==> config.mk <==
export PLATFORM = sky130hd
export DESIGN_NAME = spf_framer
export DESIGN_NICKNAME = d
export VERILOG_FILES = /design/src/rtl/spf_pkg.sv /design/src/rtl/spf_framer.sv
export SDC_FILE = /design/constraint.sdc
export NUM_CORES = 1
export LEC_CHECK = 0
export BUFFER_PORTS_ARGS = -buffer_cell sky130_fd_sc_hd__buf_2
export CAP_MARGIN = 40
export CORE_UTILIZATION = 55
export CTS_BUF_LIST = sky130_fd_sc_hd__clkbuf_8
export DETAILED_ROUTE_END_ITERATION = 10
export GPL_ROUTABILITY_DRIVEN = 0
export GPL_TIMING_DRIVEN = 0
export PLACE_DENSITY = 0.78
export REMOVE_ABC_BUFFERS = 1
export SYNTH_ARGS = -nofsm -noshare
export SYNTH_HDL_FRONTEND = slang
export SYNTH_SLANG_ARGS = --single-unit
==> constraint.sdc <==
create_clock -name I_CLK -period 4.98 [get_ports I_CLK]
set_input_delay 0.747 -clock I_CLK [delete_from_list [all_inputs] [get_ports I_CLK]]
set_output_delay 0.747 -clock I_CLK [all_outputs]
set_load 0.02 [all_outputs]
==> src/rtl/spf_pkg.sv <==
// package for the status packet framer
package spf_pkg;
  // ahb register byte offsets
  localparam logic [7:0] REG_CTRL = 8'h00;
  localparam logic [7:0] REG_STATE = 8'h04;
  localparam logic [7:0] REG_SRC = 8'h08;
  localparam logic [7:0] REG_LSRC = 8'h0c;
  localparam logic [7:0] REG_TOUT = 8'h10;
  localparam logic [7:0] REG_IRQ_STAT = 8'h14;
  localparam logic [7:0] REG_IRQ_MASK = 8'h18;
  localparam logic [7:0] REG_STATUS = 8'h1c;
  // packet layout
  localparam logic [7:0] START_BYTE = 8'h0a;
  localparam logic [7:0] STOP_BYTE = 8'h0b;
  localparam logic [4:0] POS_FIRST = 5'h01;
  localparam logic [4:0] POS_STATE = 5'h03;
  localparam logic [4:0] POS_MODE = 5'h04;
  localparam logic [4:0] POS_SRC = 5'h05;
  localparam logic [4:0] POS_TOUT_HI = 5'h15;
  localparam logic [4:0] POS_TOUT_LO = 5'h16;
  localparam logic [4:0] POS_LSRC = 5'h17;
  localparam logic [4:0] POS_LIO = 5'h18;
  localparam logic [4:0] POS_LAST = 5'h1a;
  // bit positions
  localparam int BIT_ON = 2;
  localparam int BIT_TSD = 4;
  localparam int BIT_APPROVED = 0;
  localparam int IRQ_DEC = 0;
  localparam int IRQ_TOUT = 1;
  localparam int IRQ_DONE = 2;
  // timeout tick: 100 ms at 25 MHz
  localparam int CLK_HZ = 25000000;
  localparam int TICK_MS = 100;
  localparam int TICK_CYCLES = CLK_HZ / 1000 * TICK_MS;
  typedef enum logic [1:0] {
    SPF_IDLE = 2'b00,
    SPF_SEND = 2'b01,
    SPF_WAIT = 2'b10
  } spf_state_t;
  typedef struct packed {
    logic [7:0] op_state;
    logic [7:0] src;
    logic [7:0] lsrc;
    logic [7:0] lio;
    logic [15:0] tout;
  } spf_fields_t;
endpackage
==> src/rtl/spf_framer.sv <==
// status packet framer with ahb-lite register slave
//
// Local design decisions: the AHB-Lite register port and the register addresses.

`timescale 1ns/1ns
`default_nettype none
module spf_framer #(
  parameter int TICK = spf_pkg::TICK_CYCLES
) (
  input wire logic I_CLK, // system clock
  input wire logic I_NRST, // async reset, low
  input wire logic I_HSEL, // ahb select
  input wire logic [31:0] I_HADDR, // ahb address
  input wire logic [1:0] I_HTRANS, // ahb transfer type
  input wire logic I_HWRITE, // ahb write
  input wire logic [2:0] I_HSIZE, // ahb size
  input wire logic [31:0] I_HWDATA, // ahb write data
  input wire logic I_HREADY, // ahb bus ready
  input wire logic I_SYS_ON, // system on-state
  input wire logic I_TEC_SD, // cooler shutdown active
  input wire logic I_INTERLOCK, // temperature interlock active
  input wire logic I_TX_READY, // serial sink takes byte
  output logic [31:0] O_HRDATA, // ahb read data
  output logic O_HREADYOUT, // ahb ready
  output logic O_HRESP, // ahb response
  output logic [7:0] O_TX_DATA, // packet byte
  output logic O_TX_VALID, // packet byte valid
  output logic O_DEC_FAULT, // decoder fault flag
  output logic O_TOUT_ERR, // timeout error flag
  output logic O_IRQ // interrupt level
);
  // ==========================================
  // reset release
  logic rst_a, rst_n;
  always_ff @(posedge I_CLK or negedge I_NRST) begin
    if (!I_NRST) begin
      rst_a <= 1'b0;
      rst_n <= 1'b0;
    end else begin
      rst_a <= 1'b1;
      rst_n <= rst_a;
    end
  end

  // ==========================================
  // bus slave and registers
  spf_pkg::spf_fields_t mem, next_mem;
  logic [2:0] irq_stat, next_irq_stat, irq_mask, next_irq_mask, ev;
  logic dp_wr, next_dp_wr, dp_rd, next_dp_rd, go, next_go;
  logic [7:0] dp_addr, next_dp_addr;
  logic [31:0] rdata, next_rdata;
  logic busy, dec_fault, tout_err;

  always_comb begin
    next_dp_wr = 1'b0;
    next_dp_rd = 1'b0;
    next_dp_addr = dp_addr;
    next_mem = mem;
    next_irq_mask = irq_mask;
    next_go = 1'b0;
    next_irq_stat = irq_stat;
    next_rdata = rdata;
    if (I_HSEL && I_HREADY && I_HTRANS[1]) begin
      next_dp_wr = I_HWRITE;
      next_dp_rd = !I_HWRITE;
      next_dp_addr = I_HADDR[7:0];
    end
    if (dp_wr) begin
      case (dp_addr)
        spf_pkg::REG_CTRL: next_go = I_HWDATA[0];
        spf_pkg::REG_STATE: begin
          next_mem.op_state = I_HWDATA[7:0];
          next_mem.lio = I_HWDATA[15:8];
        end
        spf_pkg::REG_SRC: next_mem.src = I_HWDATA[7:0];
        spf_pkg::REG_LSRC: next_mem.lsrc = I_HWDATA[7:0];
        spf_pkg::REG_TOUT: next_mem.tout = I_HWDATA[15:0];
        spf_pkg::REG_IRQ_STAT: next_irq_stat = irq_stat & ~I_HWDATA[2:0];
        spf_pkg::REG_IRQ_MASK: next_irq_mask = I_HWDATA[2:0];
        default: ;
      endcase
    end
    // set wins over clear
    next_irq_stat = next_irq_stat | ev;
    if (I_HSEL && I_HREADY && I_HTRANS[1] && !I_HWRITE) begin
      case (I_HADDR[7:0])
        spf_pkg::REG_STATE: next_rdata = {16'h0, mem.lio, mem.op_state};
        spf_pkg::REG_SRC: next_rdata = {24'h0, mem.src};
        spf_pkg::REG_LSRC: next_rdata = {24'h0, mem.lsrc};
        spf_pkg::REG_TOUT: next_rdata = {16'h0, mem.tout};
        spf_pkg::REG_IRQ_STAT: next_rdata = {29'h0, irq_stat};
        spf_pkg::REG_IRQ_MASK: next_rdata = {29'h0, irq_mask};
        spf_pkg::REG_STATUS: next_rdata = {29'h0, tout_err, dec_fault, busy};
        default: next_rdata = 32'h0;
      endcase
    end
  end

  always_ff @(posedge I_CLK or negedge rst_n) begin
    if (!rst_n) begin
      dp_wr <= 1'b0;
      dp_rd <= 1'b0;
      dp_addr <= 8'h00;
      mem <= '0;
      irq_stat <= 3'h0;
      irq_mask <= 3'h0;
      go <= 1'b0;
      rdata <= 32'h0;
    end else begin
      dp_wr <= next_dp_wr;
      dp_rd <= next_dp_rd;
      dp_addr <= next_dp_addr;
      mem <= next_mem;
      irq_stat <= next_irq_stat;
      irq_mask <= next_irq_mask;
      go <= next_go;
      rdata <= next_rdata;
    end
  end

  // ==========================================
  // decoder check
  function automatic logic src_bad(input logic [7:0] b);
    logic bad;
    bad = 1'b0;
    if (b[1:0] == 2'b11) bad = 1'b1;
    if (b[4:2] != 3'b000 && b[4:2] != 3'b001 && b[4:2] != 3'b010 && b[4:2] != 3'b100)
      bad = 1'b1;
    if (b[7:5] != 3'b000 && b[7:5] != 3'b001 && b[7:5] != 3'b010 && b[7:5] != 3'b100)
      bad = 1'b1;
    return bad;
  endfunction

  // ==========================================
  // timeout supervision
  logic [31:0] tick_cnt, next_tick_cnt;
  logic [15:0] steps, next_steps;
  logic next_dec_fault, next_tout_err;

  always_comb begin
    next_tick_cnt = tick_cnt;
    next_steps = steps;
    next_tout_err = tout_err;
    next_dec_fault = src_bad(mem.src) || src_bad(mem.lsrc);
    if (!I_INTERLOCK) begin
      next_tick_cnt = 32'h0;
      next_steps = 16'h0;
      next_tout_err = 1'b0;
    end else if (!tout_err) begin
      if (tick_cnt == 32'(TICK - 1)) begin
        next_tick_cnt = 32'h0;
        if (steps >= mem.tout)
          next_tout_err = 1'b1;
        else
          next_steps = steps + 16'h1;
      end else begin
        next_tick_cnt = tick_cnt + 32'h1;
      end
    end
  end

  always_ff @(posedge I_CLK or negedge rst_n) begin
    if (!rst_n) begin
      tick_cnt <= 32'h0;
      steps <= 16'h0;
      dec_fault <= 1'b0;
      tout_err <= 1'b0;
    end else begin
      tick_cnt <= next_tick_cnt;
      steps <= next_steps;
      dec_fault <= next_dec_fault;
      tout_err <= next_tout_err;
    end
  end

  // ==========================================
  // packet sequencer
  spf_pkg::spf_state_t st, next_st;
  logic [4:0] pos, next_pos;
  logic [7:0] tx_data, next_tx_data;
  logic tx_valid, next_tx_valid, done;

  function automatic logic [7:0] pkt_byte(input logic [4:0] p, input spf_pkg::spf_fields_t f,
                                          input logic on, input logic tsd);
    logic [7:0] b;
    b = 8'h00;
    case (p)
      spf_pkg::POS_FIRST, 5'(spf_pkg::POS_FIRST + 5'h1): b = spf_pkg::START_BYTE;
      spf_pkg::POS_STATE: begin
        b = f.op_state;
        b[spf_pkg::BIT_ON] = on;
      end
      spf_pkg::POS_MODE: b[spf_pkg::BIT_TSD] = tsd;
      spf_pkg::POS_SRC: b = f.src;
      spf_pkg::POS_TOUT_HI: b = f.tout[15:8];
      spf_pkg::POS_TOUT_LO: b = f.tout[7:0];
      spf_pkg::POS_LSRC: b = f.lsrc;
      spf_pkg::POS_LIO: b[spf_pkg::BIT_APPROVED] = f.lio[spf_pkg::BIT_APPROVED];
      5'(spf_pkg::POS_LAST - 5'h1), spf_pkg::POS_LAST: b = spf_pkg::STOP_BYTE;
      default: b = 8'h00;
    endcase
    return b;
  endfunction

  always_comb begin
    next_st = st;
    next_pos = pos;
    next_tx_data = tx_data;
    next_tx_valid = tx_valid;
    done = 1'b0;
    case (st)
      spf_pkg::SPF_IDLE: begin
        if (go) begin
          next_pos = spf_pkg::POS_FIRST;
          next_st = spf_pkg::SPF_SEND;
        end
      end
      spf_pkg::SPF_SEND: begin
        next_tx_data = pkt_byte(pos, mem, I_SYS_ON, I_TEC_SD);
        next_tx_valid = 1'b1;
        next_st = spf_pkg::SPF_WAIT;
      end
      spf_pkg::SPF_WAIT: begin
        if (I_TX_READY) begin
          next_tx_valid = 1'b0;
          if (pos == spf_pkg::POS_LAST) begin
            done = 1'b1;
            next_st = spf_pkg::SPF_IDLE;
          end else begin
            next_pos = pos + 5'h1;
            next_tx_data = pkt_byte(pos + 5'h1, mem, I_SYS_ON, I_TEC_SD);
            next_tx_valid = 1'b1;
          end
        end
      end
      default: next_st = spf_pkg::SPF_IDLE;
    endcase
  end

  assign busy = (st != spf_pkg::SPF_IDLE);
  assign ev = {done, next_tout_err & !tout_err, next_dec_fault & !dec_fault};

  always_ff @(posedge I_CLK or negedge rst_n) begin
    if (!rst_n) begin
      st <= spf_pkg::SPF_IDLE;
      pos <= 5'h0;
      tx_data <= 8'h00;
      tx_valid <= 1'b0;
      O_IRQ <= 1'b0;
    end else begin
      st <= next_st;
      pos <= next_pos;
      tx_data <= next_tx_data;
      tx_valid <= next_tx_valid;
      O_IRQ <= |(next_irq_stat & next_irq_mask);
    end
  end

  // ==========================================
  // outputs
  assign O_HRDATA = rdata;
  assign O_HREADYOUT = 1'b1;
  assign O_HRESP = 1'b0;
  assign O_TX_DATA = tx_data;
  assign O_TX_VALID = tx_valid;
  assign O_DEC_FAULT = dec_fault;
  assign O_TOUT_ERR = tout_err;
endmodule
`default_nettype wire

==> results.ini <==
[sta]
period_minus_slack_ps = 3070
worst_slew_pin_slew_ps = 908
setup_viol = 0
finalHoldViolations = 0
finalClockSkew_ps = 9.86
maxSlewViolCount = 0
timing.fmax_ghz = 0.326
post-route-period-util_pct = 61.7
relSlewSlack_pct = 39.4
rsz0062_at_grt = false
finalWorstSetupSlack_ps = 1910

[detailed_routing]
first_pass_iters = 7
drc = 0
vias = 6871
wl_per_cell_um = 18.7
via_per_inst = 6.26
ant_nets = 0
drt_iter0_drc = 869
wirelength_um = 20600

[synth]
synthFlopType = dfrtp_1
ys_seq_area_share_pct = 44.7
netlist_instances = 849
yosysTopAreaCellShare_pct = 44.7
synth_commonest_cells = dfrtp_1 (149), nand2_1 (69), nor2_1 (68)
yosysUniqueCellTypes = 67
synth_top_area_cell = dfrtp_1
synthesis.area_sq_mm = 0.00835
netlist_top_cells_area = dfrtp_1 (45%), mux2_2 (8.8%), ha_1 (3.4%), nand2_1 (3.1%), nor2_1 (3.1%)
synth-seq-cells = 149
synth_edf_count = 0
synth.avg_cell_area_sq_um = 9.83
async_flop_share_pct = 100
ys_warn_count = 0
synth.most_common_cell = dfrtp_1

[layout]
num_antenna_cells = 0
syn_to_final_growth_pct = 10.1
fillers = 1203
drive_gt1_share_pct = 19.7
final_nets = 1002
multi_input_area_sq_mm = 0.00430
regArea_sq_mm = 0.00373
final_cells = 1098

[floorplanning]
die_w_um = 125
ios = 124
die_h_um = 125
start_util_pct = 57.0
fp-row-count = 44
die_area_sq_mm = 0.0157
core_sq_mm = 0.0146

[global_routing]
antenna_found_initial = 0
overflow = 0
grt_usage_pct = 28.2
grt_pass1_vias = 6581
grt_max_degree = 66
grt_pass1_wl_um = 34700

[worst_setup_path]
worst_setup_path_start_kind = flip-flop
worstPathArrival_ps = 3440
cpPeakStageDelay_ps = 610
crit_buf_inv = 0
cpMaxStageDelayCell = or4_1
crit_chain = ha_1 > nand2b_1 > a2111o_1 > a32oi_1 > nand3_2 > or4_1 > a21oi_1
required_ps = 5350
crit_fanout = 20
crit_path_end_kind = flip-flop
path_class = reg2reg
path_delay_family = simple AND/OR/NAND/NOR gates

[power]
ir_drop_mv = 0.206
power_uw = 3150
leakage_uw = 0.00396
powerDensity_mw_per_mm2 = 342

[clock_tree]
cts-root-buf = clkbuf_8
h-tree-depth = 4
clock_path_buffers = 2
cts_tree = done
cts_sinks = 149
cts_hold_buffers = 0
cts_setup_buffers = 0
cts_buffers = 17
clk_latency_ps = 470
cts_resized = 0
cts.clk_slew.worst_paths_ps = 80

[status]
status = finished, final reports clean

[placed_design]
dp_cells = 1066
preCtsSetupSlack_ps = 1950
portBuffers = 61
hpwl_um = 14700

[hold_path]
min_path_type = in2async

[flow_run]
maxCapViolations = 0

==> registers in the layout (all words and copies together), names as in the netlist <==
| register | count |
|---|---|
| mem | 48 |
| tick_cnt | 32 |
| O_HRDATA | 16 |
| steps | 16 |
| O_TX_DATA | 8 |
| dp_addr | 8 |
| pos | 5 |
| irq_mask | 3 |
| irq_stat | 3 |
| st | 2 |
| O_DEC_FAULT | 1 |
| O_IRQ | 1 |
| O_TOUT_ERR | 1 |
| O_TX_VALID | 1 |
| dp_wr | 1 |
| go | 1 |
| rst_a | 1 |
| rst_n | 1 |
==> final timing paths <==
kind                            slack (ps)      endpoint  cells after the start    from
worst max-delay path                  1910     steps[12]                      7  mem[0]
worst min-delay path                    50         rst_n                      1  I_NRST
worst max register to register        1910     steps[12]                      7  mem[0]
worst min register to register         340  tick_cnt[27]                      0   rst_n
max in group asynchronous             3650  O_HRDATA[12]                      2   rst_n
min in group I_CLK                     360         rst_n                      0   rst_a
==> final cells by class <==
class / instances / share of cell area, %
multi-input combinational: 633 / 46.8
timing repair buffer: 69 / 4.75
clock buffer: 18 / 2.69
sequential: 149 / 40.6
clock inverter: 14 / 1.37
tap: 184 / 2.50
inverter: 31 / 1.27
==> power breakdown <==
| group | leakage [uW] | internal, uW | switching (uW) | total [uW] |
|---|---|---|---|---|
| Combinational | 0.00186 | 319 | 476 | 795 |
| Sequential | 0.00192 | 1300 | 145 | 1450 |
| Clock | 0.000184 | 412 | 495 | 907 |
==> metrics by stage <==
stage	setup TNS (ps)	area, sq um	utilization [%]	hold WS [ps]
finish	0	9190	62.8	48.6
global route	0	9190	62.8	10.8
CTS	0	9190	62.8	18.9
detailed placement	0	8820	60.2	346
global placement	-154950	8670	59.2	336
floorplan	0	8130	-	331
==> logic make-up after synthesis <==
family                     share of synthesized area, %
DFF                                                44.7
AOI/OAI and AO/OA                                  15.8
xor gates and xnor gates                           3.25
and+or+nand+nor                                    18.6
buffers and inverters                              4.72
adders and majority gates                          3.57
muxes                                              9.37
other                                            0.0900
==> routing by layer <==
layer	share of wire, %	track usage (%)	wire length [um]
met3	7.7	7.32	1590
met1	45	39.3	9190
met2	45	42.8	9320
met4	2.2	9.54	452
met5	0	0	0
==> placed cells by master, fill, tap and decap left out, types with 9 or more instances in the layout <==
cell type,n
a21oi_1,44
a221oi_1,9
a222oi_1,9
a22oi_1,23
and2_1,10
and3_1,14
buf_2,61
clkbuf_8,18
conb_1,19
dfrtp_1,148
ha_1,23
inv_1,30
mux2_2,65
nand2_1,69
nand2b_1,11
nand3_1,38
nand4_1,13
nor2_1,68
nor3_1,11
nor4_1,9
o21ai_0,45
or3_1,11
xnor2_1,13
xor2_1,18
(Power assumes the default switching activity.)
